File: src/core/stepper_drive_regs.svh
// register offsets, reset values and thresholds of the stepper drive control block
`ifndef STEPPER_DRIVE_REGS_SVH
`define STEPPER_DRIVE_REGS_SVH
// ==========================================================================
// register offsets (word index on the plain register port)
`define SDC_OFF_CUR_SEL 4'h0
`define SDC_OFF_MOTOR_TYPE 4'h1
`define SDC_OFF_HOLD0 4'h2
`define SDC_OFF_CTRL 4'h6
`define SDC_OFF_CMD 4'h7
`define SDC_OFF_QUERY0 4'h8
`define SDC_OFF_QUERY3 4'h9
`define SDC_OFF_STATUS 4'ha
// ==========================================================================
// field positions
`define SDC_CMD_DISABLE_BIT 0
`define SDC_CMD_REENABLE_BIT 1
`define SDC_CTRL_HANDLER_BIT 0
`define SDC_Q0_OC0_BIT 0
`define SDC_Q0_OC1_BIT 1
`define SDC_Q0_UV_BIT 2
// ==========================================================================
// reset values
`define SDC_RST_CUR_SEL 8'h55
`define SDC_RST_MOTOR_TYPE 4'h0
`define SDC_RST_HOLD 15'h0000
`define SDC_LOCKOUT_CODE 8'h03
// ==========================================================================
// current levels in mA and supervision thresholds
`define SDC_CUR_CODE0_MA 12'h1f4
`define SDC_CUR_CODE1_MA 12'h3e8
`define SDC_CUR_CODE2_MA 12'h7d0
`define SDC_CUR_CODE3_MA 12'hbb8
`define SDC_OC_LIMIT_DA 9'h064
`define SDC_UV_LIMIT_DV 10'h078
`endif

File: src/core/stepper_drive_pkg.sv
// types shared by the stepper drive control and fault block
`default_nettype none
package stepper_drive_pkg;
  // ========================================================================
  // lockout recovery states
  typedef enum logic [2:0] {
    LK_CLEAR = 3'b001,
    LK_TRIPPED = 3'b010,
    LK_DISARMED = 3'b100
  } lockout_state_t;

  // ========================================================================
  // state of the block, apart from the two reset-release flops
  typedef struct packed {
    logic lk_s1;
    logic lk_s2;
    logic lk_s3;
    logic lk_filt;
    lockout_state_t lk_state;
    logic [7:0] cur_sel;
    logic [3:0] mtype;
    logic [3:0][14:0] hold;
    logic handler_def;
    logic [3:0] axis_off;
    logic [1:0] oc;
    logic uv;
    logic [3:0][14:0] idle_cnt;
    logic [3:0] amp_en;
    logic [3:0] quarter;
    logic [3:0][11:0] cur_ma;
    logic fault_prev;
    logic pwr_arm;
    logic launch;
    logic [15:0] rdata;
  } drive_state_t;
endpackage : stepper_drive_pkg
`default_nettype wire

File: src/core/stepper_drive_control_fault.sv
// per-axis current, holding and fault supervision of a four-axis stepper drive
//
// Chosen here: the register offsets and the address-and-strobe port.
`include "stepper_drive_regs.svh"
`timescale 1ns/1ps
`default_nettype none

module stepper_drive_control_fault
  import stepper_drive_pkg::*;
#(
  parameter int AXES = 4
) (
  input wire logic core_clk_i,
  input wire logic rst_b_i,
  input wire logic [3:0] reg_addr_i,
  input wire logic [15:0] reg_wdata_i,
  input wire logic reg_wr_i,
  input wire logic reg_rd_i,
  output logic [15:0] reg_rdata_o,
  input wire logic sample_tick_i,
  input wire logic [3:0] axis_moving_i,
  input wire logic thread0_running_i,
  input wire logic emergency_lockout_input_i,
  input wire logic [31:0] phase_current_da_i,
  input wire logic [9:0] supply_dv_i,
  output logic [3:0] amp_enable_o,
  output logic [3:0] hold_quarter_o,
  output logic [47:0] axis_current_ma_o,
  output logic handler_launch_o
);

  // ========================================================================
  // elaboration check
  if (AXES != 4) begin : g_axes_check
    $error("stepper_drive_control_fault serves exactly four axes");
  end

  // ========================================================================
  // reset release: two flops so deassertion is clean in this domain
  logic rst_m_q;
  logic rst_b_q;
  always_ff @(posedge core_clk_i or negedge rst_b_i) begin
    if (!rst_b_i) begin
      rst_m_q <= 1'b0;
      rst_b_q <= 1'b0;
    end else begin
      rst_m_q <= 1'b1;
      rst_b_q <= rst_m_q;
    end
  end

  drive_state_t st_q;
  drive_state_t st_d;

  // ========================================================================
  // helpers
  function automatic logic [11:0] code_to_ma(input logic [1:0] code);
    logic [11:0] ma;
    ma = `SDC_CUR_CODE1_MA;
    case (code)
      2'h0: ma = `SDC_CUR_CODE0_MA;
      2'h1: ma = `SDC_CUR_CODE1_MA;
      2'h2: ma = `SDC_CUR_CODE2_MA;
      2'h3: ma = `SDC_CUR_CODE3_MA;
      default: ma = `SDC_CUR_CODE1_MA;
    endcase
    return ma;
  endfunction : code_to_ma

  logic [8:0] pair_sum [2];
  logic [1:0] pair_over;
  logic supply_low;
  logic cmd_disable;
  logic cmd_reenable;
  logic [3:0] hold_off;
  logic fault_any;

  // pair sums are 9 bits wide so two 8-bit readings cannot wrap
  always_comb begin
    for (int p = 0; p < 2; p++) begin
      pair_sum[p] = {1'b0, phase_current_da_i[16*p +: 8]} +
                    {1'b0, phase_current_da_i[16*p+8 +: 8]};
      pair_over[p] = pair_sum[p] > `SDC_OC_LIMIT_DA;
    end
    supply_low = supply_dv_i < `SDC_UV_LIMIT_DV;
    cmd_disable = reg_wr_i && (reg_addr_i == `SDC_OFF_CMD) &&
                  reg_wdata_i[`SDC_CMD_DISABLE_BIT];
    cmd_reenable = reg_wr_i && (reg_addr_i == `SDC_OFF_CMD) &&
                   reg_wdata_i[`SDC_CMD_REENABLE_BIT];
  end

  // ========================================================================
  // next state
  always_comb begin
    st_d = st_q;
    st_d.launch = 1'b0;
    st_d.rdata = 16'h0000;

    // lockout pin: third flop must agree with second before it counts
    st_d.lk_s1 = emergency_lockout_input_i;
    st_d.lk_s2 = st_q.lk_s1;
    st_d.lk_s3 = st_q.lk_s2;
    if (st_q.lk_s2 == st_q.lk_s3) begin
      st_d.lk_filt = st_q.lk_s3;
    end

    // register writes
    if (reg_wr_i) begin
      case (reg_addr_i)
        `SDC_OFF_CUR_SEL: st_d.cur_sel = reg_wdata_i[7:0];
        `SDC_OFF_MOTOR_TYPE: st_d.mtype = reg_wdata_i[3:0];
        `SDC_OFF_CTRL: st_d.handler_def = reg_wdata_i[`SDC_CTRL_HANDLER_BIT];
        default: ;
      endcase
      for (int a = 0; a < 4; a++) begin
        // writes to an axis not yet in stepper mode are dropped
        if (reg_addr_i == `SDC_OFF_HOLD0 + 4'(a) && st_q.mtype[a]) begin
          st_d.hold[a] = reg_wdata_i[14:0];
        end
      end
    end

    // lockout recovery: trip, then disable, then re-enable
    case (st_q.lk_state)
      LK_CLEAR: begin
        if (st_q.lk_filt) begin
          st_d.lk_state = LK_TRIPPED;
        end
      end
      LK_TRIPPED: begin
        if (cmd_disable) begin
          st_d.lk_state = LK_DISARMED;
        end
      end
      LK_DISARMED: begin
        if (cmd_reenable && !st_q.lk_filt) begin
          st_d.lk_state = LK_CLEAR;
        end
      end
      default: st_d.lk_state = LK_TRIPPED;
    endcase

    // motor-off state per axis
    if (cmd_reenable && st_d.lk_state == LK_CLEAR) begin
      st_d.axis_off = 4'h0;
    end
    if (cmd_disable || st_d.lk_state != LK_CLEAR) begin
      st_d.axis_off = 4'hf;
    end

    // over-current: sticky, cleared only by re-enable once current is gone
    for (int p = 0; p < 2; p++) begin
      if (cmd_reenable && !pair_over[p]) begin
        st_d.oc[p] = 1'b0;
      end
      if (pair_over[p]) begin
        st_d.oc[p] = 1'b1;
      end
    end

    // under-voltage follows the supply and needs no command
    st_d.uv = supply_low;

    // holding: count samples at rest, then full current, quarter current or amp off
    for (int a = 0; a < 4; a++) begin
      if (axis_moving_i[a]) begin
        st_d.idle_cnt[a] = 15'h0000;
      end else if (sample_tick_i && st_q.idle_cnt[a] < st_q.hold[a]) begin
        st_d.idle_cnt[a] = st_q.idle_cnt[a] + 15'h0001;
      end
      hold_off[a] = !axis_moving_i[a] && st_q.hold[a] >= 15'h0002 &&
                    st_d.idle_cnt[a] >= st_q.hold[a];
      st_d.quarter[a] = !axis_moving_i[a] && st_q.hold[a] == 15'h0001;
      st_d.cur_ma[a] = code_to_ma(st_d.cur_sel[2*a +: 2]);
      if (st_d.quarter[a]) begin
        st_d.cur_ma[a] = {2'b00, st_d.cur_ma[a][11:2]};
      end
      st_d.amp_en[a] = !st_d.axis_off[a] && !st_d.oc[a/2] && !st_d.uv &&
                       !hold_off[a];
    end

    // handler launch on a fresh fault while thread zero runs
    fault_any = st_d.lk_state != LK_CLEAR || (|st_d.oc) || st_d.uv;
    st_d.fault_prev = fault_any;
    if (fault_any && !st_q.fault_prev && st_q.handler_def && thread0_running_i) begin
      st_d.launch = 1'b1;
    end
    // power-up check stays armed until the supply is seen or the handler runs
    if (st_q.pwr_arm) begin
      if (!supply_low) begin
        st_d.pwr_arm = 1'b0;
      end else if (st_q.handler_def) begin
        st_d.launch = 1'b1;
        st_d.pwr_arm = 1'b0;
      end
    end

    // reads: pure observation, nothing is cleared here
    if (reg_rd_i) begin
      case (reg_addr_i)
        `SDC_OFF_CUR_SEL: st_d.rdata = {8'h00, st_q.cur_sel};
        `SDC_OFF_MOTOR_TYPE: st_d.rdata = {12'h000, st_q.mtype};
        `SDC_OFF_CTRL: st_d.rdata = {15'h0000, st_q.handler_def};
        `SDC_OFF_QUERY0: st_d.rdata = {13'h0000, st_q.uv, st_q.oc};
        `SDC_OFF_QUERY3: begin
          st_d.rdata = (st_q.lk_state != LK_CLEAR) ? {8'h00, `SDC_LOCKOUT_CODE} :
                       16'h0000;
        end
        `SDC_OFF_STATUS: st_d.rdata = {8'h00, st_q.axis_off, st_q.amp_en};
        default: st_d.rdata = 16'h0000;
      endcase
      for (int a = 0; a < 4; a++) begin
        if (reg_addr_i == `SDC_OFF_HOLD0 + 4'(a)) begin
          st_d.rdata = {1'b0, st_q.hold[a]};
        end
      end
    end
  end

  // ========================================================================
  // state register
  always_ff @(posedge core_clk_i or negedge rst_b_q) begin
    if (!rst_b_q) begin
      st_q <= '0;
      st_q.lk_state <= LK_CLEAR;
      st_q.cur_sel <= `SDC_RST_CUR_SEL;
      st_q.mtype <= `SDC_RST_MOTOR_TYPE;
      st_q.hold <= {4{`SDC_RST_HOLD}};
      st_q.pwr_arm <= 1'b1;
    end else begin
      st_q <= st_d;
    end
  end

  // outputs straight from the state flops
  assign reg_rdata_o = st_q.rdata;
  assign amp_enable_o = st_q.amp_en;
  assign hold_quarter_o = st_q.quarter;
  assign axis_current_ma_o = st_q.cur_ma;
  assign handler_launch_o = st_q.launch;
endmodule : stepper_drive_control_fault

`default_nettype wire

File: config.mk
export PLATFORM = sky130hd
export DESIGN_NAME = stepper_drive_control_fault
export DESIGN_NICKNAME = d
export VERILOG_FILES = /design/src/core/stepper_drive_pkg.sv /design/src/core/stepper_drive_control_fault.sv
export VERILOG_INCLUDE_DIRS = /design/src /design/src/core
export SDC_FILE = /design/constraint.sdc
export NUM_CORES = 1
export LEC_CHECK = 0
export BUFFER_PORTS_ARGS = -buffer_cell sky130_fd_sc_hd__buf_2
export CORE_MARGIN = 1.5
export CORE_UTILIZATION = 25
export CTS_CLUSTER_SIZE = 40
export DETAILED_ROUTE_END_ITERATION = 8
export SLEW_MARGIN = 10
export SYNTH_ARGS = -nofsm -noshare
export SYNTH_HDL_FRONTEND = slang
export SYNTH_SLANG_ARGS = --single-unit
export TNS_END_PERCENT = 30
File: constraint.sdc
create_clock -name core_clk_i -period 7 [get_ports core_clk_i]
set_input_delay 0.35 -clock core_clk_i [delete_from_list [all_inputs] [get_ports core_clk_i]]
set_output_delay 0.35 -clock core_clk_i [all_outputs]
set_load 0.005 [all_outputs]
; Word level (Yosys, flattened, before mapping)
; Cells that the tools add are included.
[totals]
n_memories = 0
out_inout_bits = 73
regBits = 224
rom_bits = 0
ram_bits = 0
latch_bits = 0
elab_cells = 207
in_bits = 73
[op_classes]
n_div = 0
n_mul = 0
addsub = 6
order_cmp = 15
bitwise_logic = 0
n_reduce_logical = 76
n_eq_ne = 33
shift = 0
n_mux = 46
[ops]
columns = operator, count
row1 = $pmux 12 s4, 4
row2 = $mux 15, 12
row3 = $mux 16, 5
row4 = $mux 73, 1
row5 = $add 15x1->15 const B, 4
row6 = $eq 15x1->1 const B, 4
row7 = $ge 15x15->1, 4
row8 = $ge 15x2->1 const B, 4
row9 = $lt 15x15->1, 4
row10 = $mux 12, 4
row11 = $pmux 8 s6, 1
row12 = $logic_and 1x1->1, 42
row13 = $logic_not 1->1, 19
row14 = $add 8x8->9, 2
row15 = $gt 9x7->1 const B, 2
row16 = $eq 2x2->1 const B, 8
row17 = $eq 4x3->1 const B, 4
row18 = $eq 4x4->1 const B, 3
row19 = $mux 4, 3
row20 = $reduce_and 2->1, 6
row21 = $lt 10x7->1 const B, 1
row22 = $mux 3, 3
row23 = $pmux 3 s3, 1
row24 = $eq 2x1->1 const B, 4
row25 = 14 further kinds, 31

; Longest topological paths before layout
; Gate-level depths: netlist of run 1.
[logic_depth]
depth_word = 16
mapped_depth = 18
depth_no_buf = 17

; Worst setup path after synthesis of run 1
; No wires, ideal clock.
[synth_path]
path_type = flip-flop to flip-flop
from = register st_q[113] (netlist bit)
to = register st_q (netlist bit amp_enable_o[2])
required_ps = 6899
arrival_ps = 3479
setup_time_ps = 101
slack_ps = 3420
path_stages_with_launch = 16
path_buffers = 1
period_less_slack_ps = 3580
cell_sequence = dfrtp_1 ha_1 a21o_1 a21o_1 a2111oi_0 o21ai_0 a21o_1 clkbuf_1 or3_1 a21oi_1 ha_1 a21oi_1 o21ai_0 a2111oi_0 a2111oi_0 nor4_1
[synth_rtl]
columns = item, line
row1 = "start, declared", stepper_drive_control_fault.sv:52  ; drive_state_t st_q;
row2 = "start signal, assigned", stepper_drive_control_fault.sv:231  ; st_q <= st_d;

==> run_results.csv, run 1 <==
group,metric,value,unit
placement,place_congestion,0.875,
timing,tns,0,ns
placement,dp_hpwl,27700,um
routing,drt_iter0_drc,844,
routing,routedWlPerCell,17.1,um
clock_network,clk_pin_slew_worst_paths,0.06,ns
min_path,hp-class,"in2reg",
outcome,outcome,"completed",
finish,fin_nets,1632,
floorplan,num_rows,83,
logic_synthesis,syn_nets,1563,
power,intPower,2.56,mW
floorplan,die_w,233,um
clock_network,cts_inserted_buffers,27,
routing,drt-total-wl,36300,um
finish,layout-drive-gt1-share,17.1,%
finish,final_util,29.0,%
logic_synthesis,synth_cells,1352,
logic_synthesis,synth_cell_types,67,
logic_synthesis,synth-seq-cells,223,
finish,diodes,0,
power,combPwrFrac,20.4,%
timing,tightest_slew,1.19,ns
floorplan,die_area,0.0541,mm^2
routing,via_per_inst,4.83,
setup_path,critPathBufInv,1,
finish,regArea,0.00559,mm^2
finish,multiInputGateArea,0.00653,mm^2
clock_network,cts.sinks,223,
min_path,min-delay-start,"reg_wdata_i[14]",
logic_synthesis,yosysTopAreaCell,"dfrtp_1",
power,net-switching-power,1.20,mW
setup_path,slowest_delay,0.79,ns
global_routing,grt_use_total,13.2,%
power,power.share.clock,36.5,%
logic_synthesis,ys_seq_area_share,42.4,%
setup_path,start_kind,"flop",
setup_path,worstReg2RegStart,"st_q[181]",
routing,route.vias.total,10300,
global_routing,grt_pass1_vias,10100,
run,max_cap_viol_count,0,
setup_path,path_delay_family,"compound AO/OA/AOI/OAI gates",
global_routing,grt_pass1_wl,56500,um
logic_synthesis,synth_top_cell_area_share,41.2,%
timing,setup_viol,0,
logic_synthesis,synth_area,0.0132,mm^2
setup_path,required,7.37,ns
global_routing,antenna_found_initial,3,
clock_network,clock-root-buffer,"clkbuf_16",
logic_synthesis,ys.flop_type,"dfrtp_1",
power,netSwitchingFraction,32.0,%
power,worst_ir_drop_vdd,0.132,mV
timing,maxSlewHeadroom,20.4,%
logic_synthesis,yosys-top-cells-area,"dfrtp_1 41%, ha_1 13%, buf_4 4.1%",
setup_path,r2r_slack,2.25,ns
floorplan,die_y,233,um
logic_synthesis,ys_warn_count,0,
clock_network,cts_resized,0,
floorplan,start_util,25.5,%
floorplan,core_area,0.0517,mm^2
timing,fmax,210,MHz
setup_path,ff2ff_path_depth,15,
setup_path,cpMostUsedCell,"a21o_1",
power,power.total,3.77,mW
timing,layout_min_cycle_time,4.75,ns
min_path,worstHoldPathCells,3,
logic_synthesis,synth_edf_count,0,
finish,fill_cells,5388,
routing,drc,0,
setup_path,worstPathArrival,5.12,ns
global_routing,grt_max_degree,83,
min_path,holdPathEnd,"st_q[157]",
routing,ant_nets,0,
logic_synthesis,synth_area_per_cell,9.74,um^2
clock_network,clk_latency,0.53,ns
setup_path,critPathKind,"reg2reg",
timing,timing.final.crit_share,67.9,%
logic_synthesis,async_flop_share,100,%
setup_path,r2r-end,"amp_enable_o[2]",
timing,rsz0062_at_grt,"no",
global_routing,grt_overflow_total,0,
setup_path,crit_slowest_cell,"a2111oi_0",
clock_network,clock_path_buffers,3,
routing,drtPass1Iterations,5,
power,power_leakage,7.09,nW
placement,portBuffers,140,
setup_path,endpoint_kind,"flop",
timing,fin_worst_skew,0.00845,ns
power,power.density,251,mW/mm^2
power,seq_power_share,43.1,%
timing,finalHoldViolCount,0,
finish,area_growth,13.9,%
setup_path,crit_chain,"inv_1 > ha_1 > a21o_1 > a21o_1 > a2111oi_0 > o21ai_0 > a21o_1 > or4_1 > a21oi_1 > ha_1 > nand4_1 > o21ai_0 > o2111ai_1 > a2111oi_0 > nor4_1",
floorplan,design.portCount,146,
timing,slew_viol_final,0,
clock_network,htreeDepth,1,
clock_network,cts_tree,"built",
setup_path,cp_max_fo,24,
per-layer routing:
metal  track usage [%]  vias up  routed length, um
met5                 0        -                 37
met4              3.47        6                782
met3              2.02       63               1610
met2              22.2      223              17500
met1              17.4     5033              16400
li1                  -     4926                  -
cells in the mapped netlist, types with 9 or more instances:
master	count
mux2i_1	13
nor4_1	21
mux2_2	32
or3_1	21
nand3_1	39
nand2_1	99
dfrtp_1	217
a21oi_1	81
xnor2_1	17
and3_1	24
o21ai_0	97
nor2_1	72
inv_1	100
xor2_1	26
buf_4	72
clkbuf_1	29
nor3_1	17
a22oi_1	18
o211ai_1	12
a221oi_1	9
ha_1	136
a211oi_1	9
a21o_1	23
nand4_1	29
nand2b_1	9
nor2b_1	15
registers in the layout (all words and copies together), names as in the netlist:
signal,count
axis_current_ma_o,48
rst_b_q,1
reg_rdata_o,15
handler_launch_o,1
rst_m_q,1
st_d,2
st_q,147
hold_quarter_o,4
amp_enable_o,4
how the worst max path moves through the flow:
| stage | start | to | slack [ns] | depth (start not counted) |
|---|---|---|---|---|
| finish | st_q[181] | amp_enable_o[2] | 2.25 | 15 |
| global route | st_q[181] | amp_enable_o[2] | 1.95 | 15 |
| CTS | st_q[181] | amp_enable_o[2] | 2.28 | 15 |
| detailed placement | st_q[181] | amp_enable_o[2] | 2.31 | 15 |
| global placement | st_q[181] | amp_enable_o[2] | 2.33 | 15 |
| floorplan | rst_b_q | amp_enable_o[0] | 0.34 | 0 |
power groups by stage:
stage / sequential, mW / combinational [mW] / clock [mW]
6_report: 1.62 / 0.769 / 1.38
5_1_grt: 1.64 / 0.877 / 1.47
4_1_cts: 1.62 / 0.777 / 1.41
3_5_place_dp: 1.64 / 0.771 / 0
3_3_place_gp: 1.64 / 0.746 / 0
2_1_floorplan: 1.58 / 0.575 / 0
worst register-to-register path, stage by stage (launching register included):
cell and delay, ns:
dfrtp_1 0.43, inv_1 0.11, ha_1 0.30, a21o_1 0.16, a21o_1 0.17, a2111oi_0 0.38, o21ai_0 0.20, a21o_1 0.42
or4_1 0.55, a21oi_1 0.29, ha_1 0.21, nand4_1 0.09, o21ai_0 0.22, o2111ai_1 0.13, a2111oi_0 0.79, nor4_1 0.14
per-stage QoR:
stage	worst slack [ns]	instances	hold WS, ns	area, um^2
after global routing	1.95	2121	0.107	15000
after floorplan	0.336	1352	0.0544	13200
after detailed placement	2.31	2070	0.138	14100
after CTS	2.28	2121	0.0961	15000
after global placement	2.33	2070	0.136	14100
final	2.25	2121	0.105	15000
cell usage in the layout (no fill, tap or decap), drive strengths merged, types with 29 or more instances in the layout:
master / synthesis / final
mux2: 32 / 32
buf: 80 / 147
nand4: 29 / 29
dfrtp: 217 / 217
nand2: 99 / 99
nor2: 72 / 72
ha: 136 / 136
a21oi: 82 / 82
o21ai: 98 / 98
clkbuf: 29 / 33
inv: 100 / 101
nand3: 39 / 39
final cells by class:
cell class | instances | share of cell area [%]
clock buffer | 33 | 4.92
clock inverter | 16 | 0.951
inverter | 100 | 2.50
multi-input combinational | 920 | 43.5
sequential | 223 | 37.3
tap | 680 | 5.67
timing repair buffer | 149 | 5.15
cells by family after synthesis:
group           Yosys count  share of synthesized area, %
buf+inv                 209                          8.08
simple gates            387                          15.1
compound gates          300                          14.2
other cells               2                        0.0570
xor+xnor                 43                          2.86
mux                      45                          3.72
fa+ha+maj               143                          13.6
flops                   223                          42.4
timing repair:
action	in CTS	in global routing
endpoints found under the hold margin	3	0
hold buffers	2	0
setup buffers	0	0
Power figures use the tool's default switching activity.
==> run 2, diff against run 1 <==
Clock period 7 ns to 4.96 ns, I/O delays scaled along.
==> run 2 against run 1 <==
Clock power is 47% higher; worst setup slack worse by 1.7 ns; sequential share of layout area is 0.19 points lower; core utilization is 0.15 points higher; clock skew is 0.0058 ns higher; total power is 44% higher.
==> run_results.csv, run 2 (same netlist as run 1, synthesis figures left out) <==
group,metric,value,unit
outcome,outcome,"completed",
routing,ant_nets,0,
timing,tightest_slew,1.13,ns
timing,tns,0,ns
finish,layout_common_cells,"216 x dfrtp_1, 140 x buf_2, 136 x ha_1, 100 x inv_1, 99 x nand2_1",
timing,timing.final.crit_share,89.7,%
clock_network,clock-root-buffer,"clkbuf_16",
clock_network,cts_tree,"built",
clock_network,htreeDepth,1,
routing,met3_length,1860,um
power,power.share.clock,37.4,%
power,netSwitchingFraction,30.6,%
finish,area_growth,14.5,%
timing,setup_viol,0,
timing,layout_min_cycle_time,4.45,ns
global_routing,grt_pass1_vias,10300,
finish,finalNonFillerCells,2125,
setup_path,ff2ff_path_depth,17,
min_path,hp-class,"in2reg",
finish,largest_reg_flops,147,
clock_network,clk_latency,0.54,ns
setup_path,required,5.37,ns
global_routing,grt_pass1_wl,56500,um
power,worst_ir_drop_vdd,0.175,mV
power,intPower,3.76,mW
floorplan,core_area,0.0517,mm^2
clock_network,cts.sinks,223,
routing,via_per_inst,4.82,
timing,finalHoldViolCount,0,
floorplan,die_area,0.0541,mm^2
power,seq_power_share,42.3,%
finish,regArea,0.00559,mm^2
setup_path,worstPathArrival,4.85,ns
finish,fill_cells,5426,
timing,fmax,225,MHz
clock_network,clk_pin_slew_worst_paths,0.06,ns
clock_network,clock_path_buffers,3,
clock_network,cts_resized,0,
setup_path,critPathKind,"reg2reg",
setup_path,cp_max_fo,14,
global_routing,grt_max_degree,98,
finish,diodes,0,
timing,fin_worst_skew,0.0142,ns
routing,wl_met2,17300,um
floorplan,design.portCount,146,
floorplan,die_y,233,um
finish,largest-register,"st_q",
timing,hold_slack,0.0178,ns
power,combPwrFrac,20.3,%
timing,maxSlewHeadroom,24.6,%
finish,final_util,29.2,%
global_routing,grt_overflow_total,0,
global_routing,antenna_found_initial,3,
placement,dpl.cell_count,2074,
clock_network,cts_inserted_buffers,27,
routing,drc,0,
global_routing,grt_use_total,13.2,%
min_path,worstHoldPathCells,3,
routing,drt-total-wl,36200,um
floorplan,num_rows,83,
finish,fin_nets,1637,
timing,slew_viol_final,0,
clock_network,cts_setup_buffers,0,
routing,top_layer_used,"met5",
setup_path,endpoint_kind,"flop",
finish,mostFrequentLayoutCell,"dfrtp_1",
placement,dp_hpwl,27900,um
routing,wl_met1,16000,um
finish,layout-drive-gt1-share,17.0,%
routing,drtPass1Iterations,5,
finish,multiInputGateArea,0.00653,mm^2
timing,rsz0062_at_grt,"no",
placement,place_congestion,0.891,
floorplan,start_util,25.5,%
run,max_cap_viol_count,0,
power,power_leakage,7.14,nW
routing,drt_iter0_drc,681,
placement,portBuffers,140,
routing,routedWlPerCell,17.0,um
routing,route.vias.total,10300,
power,power.density,359,mW/mm^2
setup_path,start_kind,"flop",
power,net-switching-power,1.66,mW
floorplan,die_w,233,um
[run 2: cell count changes in the layout (fill, tap and decap cells not counted), moves of 3 or more]
| cell | previous run | this run |
|---|---|---|
| buf_4 | 7 | 10 |
| bufinv_16 | 1 | 4 |
| clkbuf_1 | 2 | 6 |
| clkinv_2 | 4 | 7 |
| clkinv_4 | 7 | 0 |
| clkinvlp_4 | 3 | 0 |
[run 2: repair_timing]
action / in CTS / in global routing
hold endpoints to repair: 6 / 0
hold buffers: 3 / 0
endpoints found under the setup margin: 0 / 0
[run 2: metal layers]
layer	GRT usage [%]	vias up
li1	-	4908
met1	17.2	5021
met2	22.3	248
met3	1.92	69
met4	4.13	4
met5	0	-
[run 2: per-stage QoR]
stage	area, um^2	worst slack [ns]	total power, mW
after floorplan	13200	1.30	3.05
after global placement	14100	0.623	3.37
after CTS	15100	0.537	5.47
after detailed placement	14100	0.528	3.41
after global routing	15100	0.133	5.71
final	15100	0.512	5.41
[run 2: critical path, stage by stage (launching register included)]
cell and delay, ns:
dfrtp_1 0.41, inv_1 0.10, ha_1 0.30, a21o_1 0.16
a21o_1 0.16, a2111oi_0 0.44, o21ai_0 0.20, a21o_1 0.29
buf_4 0.22, or4_1 0.47, a21oi_1 0.24, ha_1 0.20
nand4_1 0.10, o21ai_0 0.21, o2111ai_1 0.12, a2111oi_0 0.44
buf_4 0.21, nor4_1 0.04
[run 2: power by group through the flow]
| stage | clock network, mW | registers (mW) | logic (mW) |
|---|---|---|---|
| 2_1_floorplan | 0 | 2.24 | 0.812 |
| 3_3_place_gp | 0 | 2.31 | 1.06 |
| 3_5_place_dp | 0 | 2.31 | 1.10 |
| 4_1_cts | 2.08 | 2.28 | 1.11 |
| 5_1_grt | 2.15 | 2.32 | 1.25 |
| 6_report | 2.03 | 2.29 | 1.10 |
[run 2: area by class of cell]
class                      instances  area share [%]
clock buffer                      36            4.90
timing repair buffer             154            5.48
inverter                         100            2.49
sequential                       223            37.1
tap                              680            5.64
multi-input combinational        920            43.3
clock inverter                    12            1.09
[run 2: worst paths after layout]
check	slack, ns	endpoint	start
worst max-delay path	0.51	amp_enable_o[2]	st_q[181]
worst min-delay path	0.02	st_q[152]	reg_wdata_i[9]
worst max register to register	0.51	amp_enable_o[2]	st_q[181]
worst min register to register	0.35	rst_b_q	rst_m_q
max in group asynchronous	3.19	st_q[105]	rst_b_q
min in group asynchronous	0.06	rst_b_q	rst_b_i
==> run 3, diff against run 2 <==
Settings changed: MAX_ROUTING_LAYER from default to met4.
==> run 3 against run 2 <==
Non-clock buffer count rose by 3; critical path depth unchanged; worst hold slack better by 0.0047 ns; sequential power is essentially flat; flip-flop and latch count did not move; critical endpoint unchanged; highest routed layer is now met4.
==> run_results.csv, run 3 (same netlist as run 1, synthesis figures left out) <==
group,metric,value,unit
outcome,outcome,"completed",
placement,dp_hpwl,27600,um
timing,layout_min_cycle_time,4.63,ns
placement,dpl.cell_count,2074,
setup_path,worstPathArrival,5.02,ns
setup_path,start_kind,"flop",
clock_network,cts.sinks,223,
clock_network,clock-root-buffer,"clkbuf_16",
timing,fmax,216,MHz
floorplan,start_util,25.5,%
power,power.density,357,mW/mm^2
setup_path,endpoint_kind,"flop",
timing,timing.final.crit_share,93.3,%
clock_network,cts_inserted_buffers,27,
timing,setup_viol,0,
finish,largest_reg_flops,147,
finish,layout_common_cells,"216 x dfrtp_1, 140 x buf_2, 136 x ha_1, 100 x inv_1, 99 x nand2_1",
routing,drc,0,
clock_network,clock_path_buffers,3,
min_path,hp-class,"in2reg",
floorplan,die_w,233,um
finish,final_util,29.2,%
finish,finalNonFillerCells,2130,
finish,largest-register,"st_q",
global_routing,grt_pass1_wl,56800,um
clock_network,cts_tree,"built",
routing,drt-total-wl,35900,um
global_routing,grt_pass1_vias,10300,
finish,fin_nets,1640,
setup_path,critPathKind,"reg2reg",
timing,tns,0,ns
timing,tightest_slew,1.10,ns
finish,mostFrequentLayoutCell,"dfrtp_1",
setup_path,cp_max_fo,14,
routing,via_per_inst,4.78,
power,power_leakage,7.15,nW
finish,layout-drive-gt1-share,16.9,%
floorplan,core_area,0.0517,mm^2
clock_network,htreeDepth,1,
setup_path,required,5.35,ns
global_routing,grt_use_total,13.7,%
clock_network,clk_pin_slew_worst_paths,0.06,ns
global_routing,antenna_found_initial,5,
power,worst_ir_drop_vdd,0.226,mV
placement,place_congestion,0.888,
finish,area_growth,14.7,%
clock_network,clk_latency,0.54,ns
placement,portBuffers,140,
timing,fin_worst_skew,0.0171,ns
floorplan,die_y,233,um
floorplan,design.portCount,146,
floorplan,num_rows,83,
clock_network,cts_setup_buffers,0,
timing,finalHoldViolCount,0,
timing,maxSlewHeadroom,26.8,%
timing,slew_viol_final,0,
routing,routedWlPerCell,16.9,um
routing,drt_iter0_drc,911,
routing,route.vias.total,10200,
global_routing,grt_max_degree,148,
timing,rsz0062_at_grt,"no",
run,max_cap_viol_count,0,
global_routing,grt_overflow_total,0,
power,power.total,5.38,mW
floorplan,die_area,0.0541,mm^2
routing,ant_nets,0,
routing,drtPass1Iterations,5,
==> run 3: cell type report <==
cell class,instances,area [um^2]
multi-input cells,920,6530
flip-flops and latches,223,5590
inverters,100,375
diodes,2,5.00
repair buffers,157,856
clock inverters,11,161
fillers,5454,36600
clock buffers,37,733
well taps,680,851
==> run 3: critical path: stages (launching register included) <==
cell       delay, ns
dfrtp_1         0.42
inv_1           0.11
ha_1            0.32
a21o_1          0.17
a21o_1          0.17
a2111oi_0       0.52
o21ai_0         0.21
a21o_1          0.29
buf_4           0.22
or4_1           0.47
a21oi_1         0.24
ha_1            0.20
nand4_1         0.09
o21ai_0         0.21
o2111ai_1       0.12
a2111oi_0       0.45
buf_4           0.21
nor4_1          0.05
==> run 3: metrics by stage <==
stage               hold WS, ns  setup WS [ns]  instance area (um^2)
detailed placement       0.0440          0.433                 14100
global route             0.0217          0.101                 15100
floorplan               -0.0476           1.30                 13200
global placement         0.0373          0.639                 14100
CTS                     0.00502          0.395                 15100
finish                   0.0225          0.332                 15100
==> run 3: worst paths after layout <==
kind,startpoint,to,slack [ns],cells after the start
min reg2reg,rst_m_q,rst_b_q,0.35,0
max reg2reg,st_q[181],amp_enable_o[2],0.33,17
min in group asynchronous,rst_b_i,rst_b_q,0.05,2
max in group asynchronous,rst_b_q,amp_enable_o[0],3.73,1
min,reg_wdata_i[10],st_q[153],0.02,3
max,st_q[181],amp_enable_o[2],0.33,17
==> run 3: power breakdown <==
| group | switching, mW | internal (mW) | total (mW) |
|---|---|---|---|
| clock network | 0.768 | 1.24 | 2.01 |
| logic | 0.660 | 0.443 | 1.10 |
| registers | 0.210 | 2.07 | 2.28 |
==> run 3: per-layer routing <==
| metal | GRT usage (%) | wire [um] |
|---|---|---|
| met1 | 17.6 | 16300 |
| met3 | 2.03 | 1510 |
| met2 | 22.3 | 17200 |
| met4 | 3.57 | 927 |
| met5 | - | 0 |
==> run 3: what timing repair did <==
| item | in CTS | in global routing |
|---|---|---|
| hold buffers | 6 | 0 |
| endpoints found under the hold margin | 8 | 0 |
| endpoints found under the setup margin | 0 | 0 |
| resized for setup | 0 | 0 |
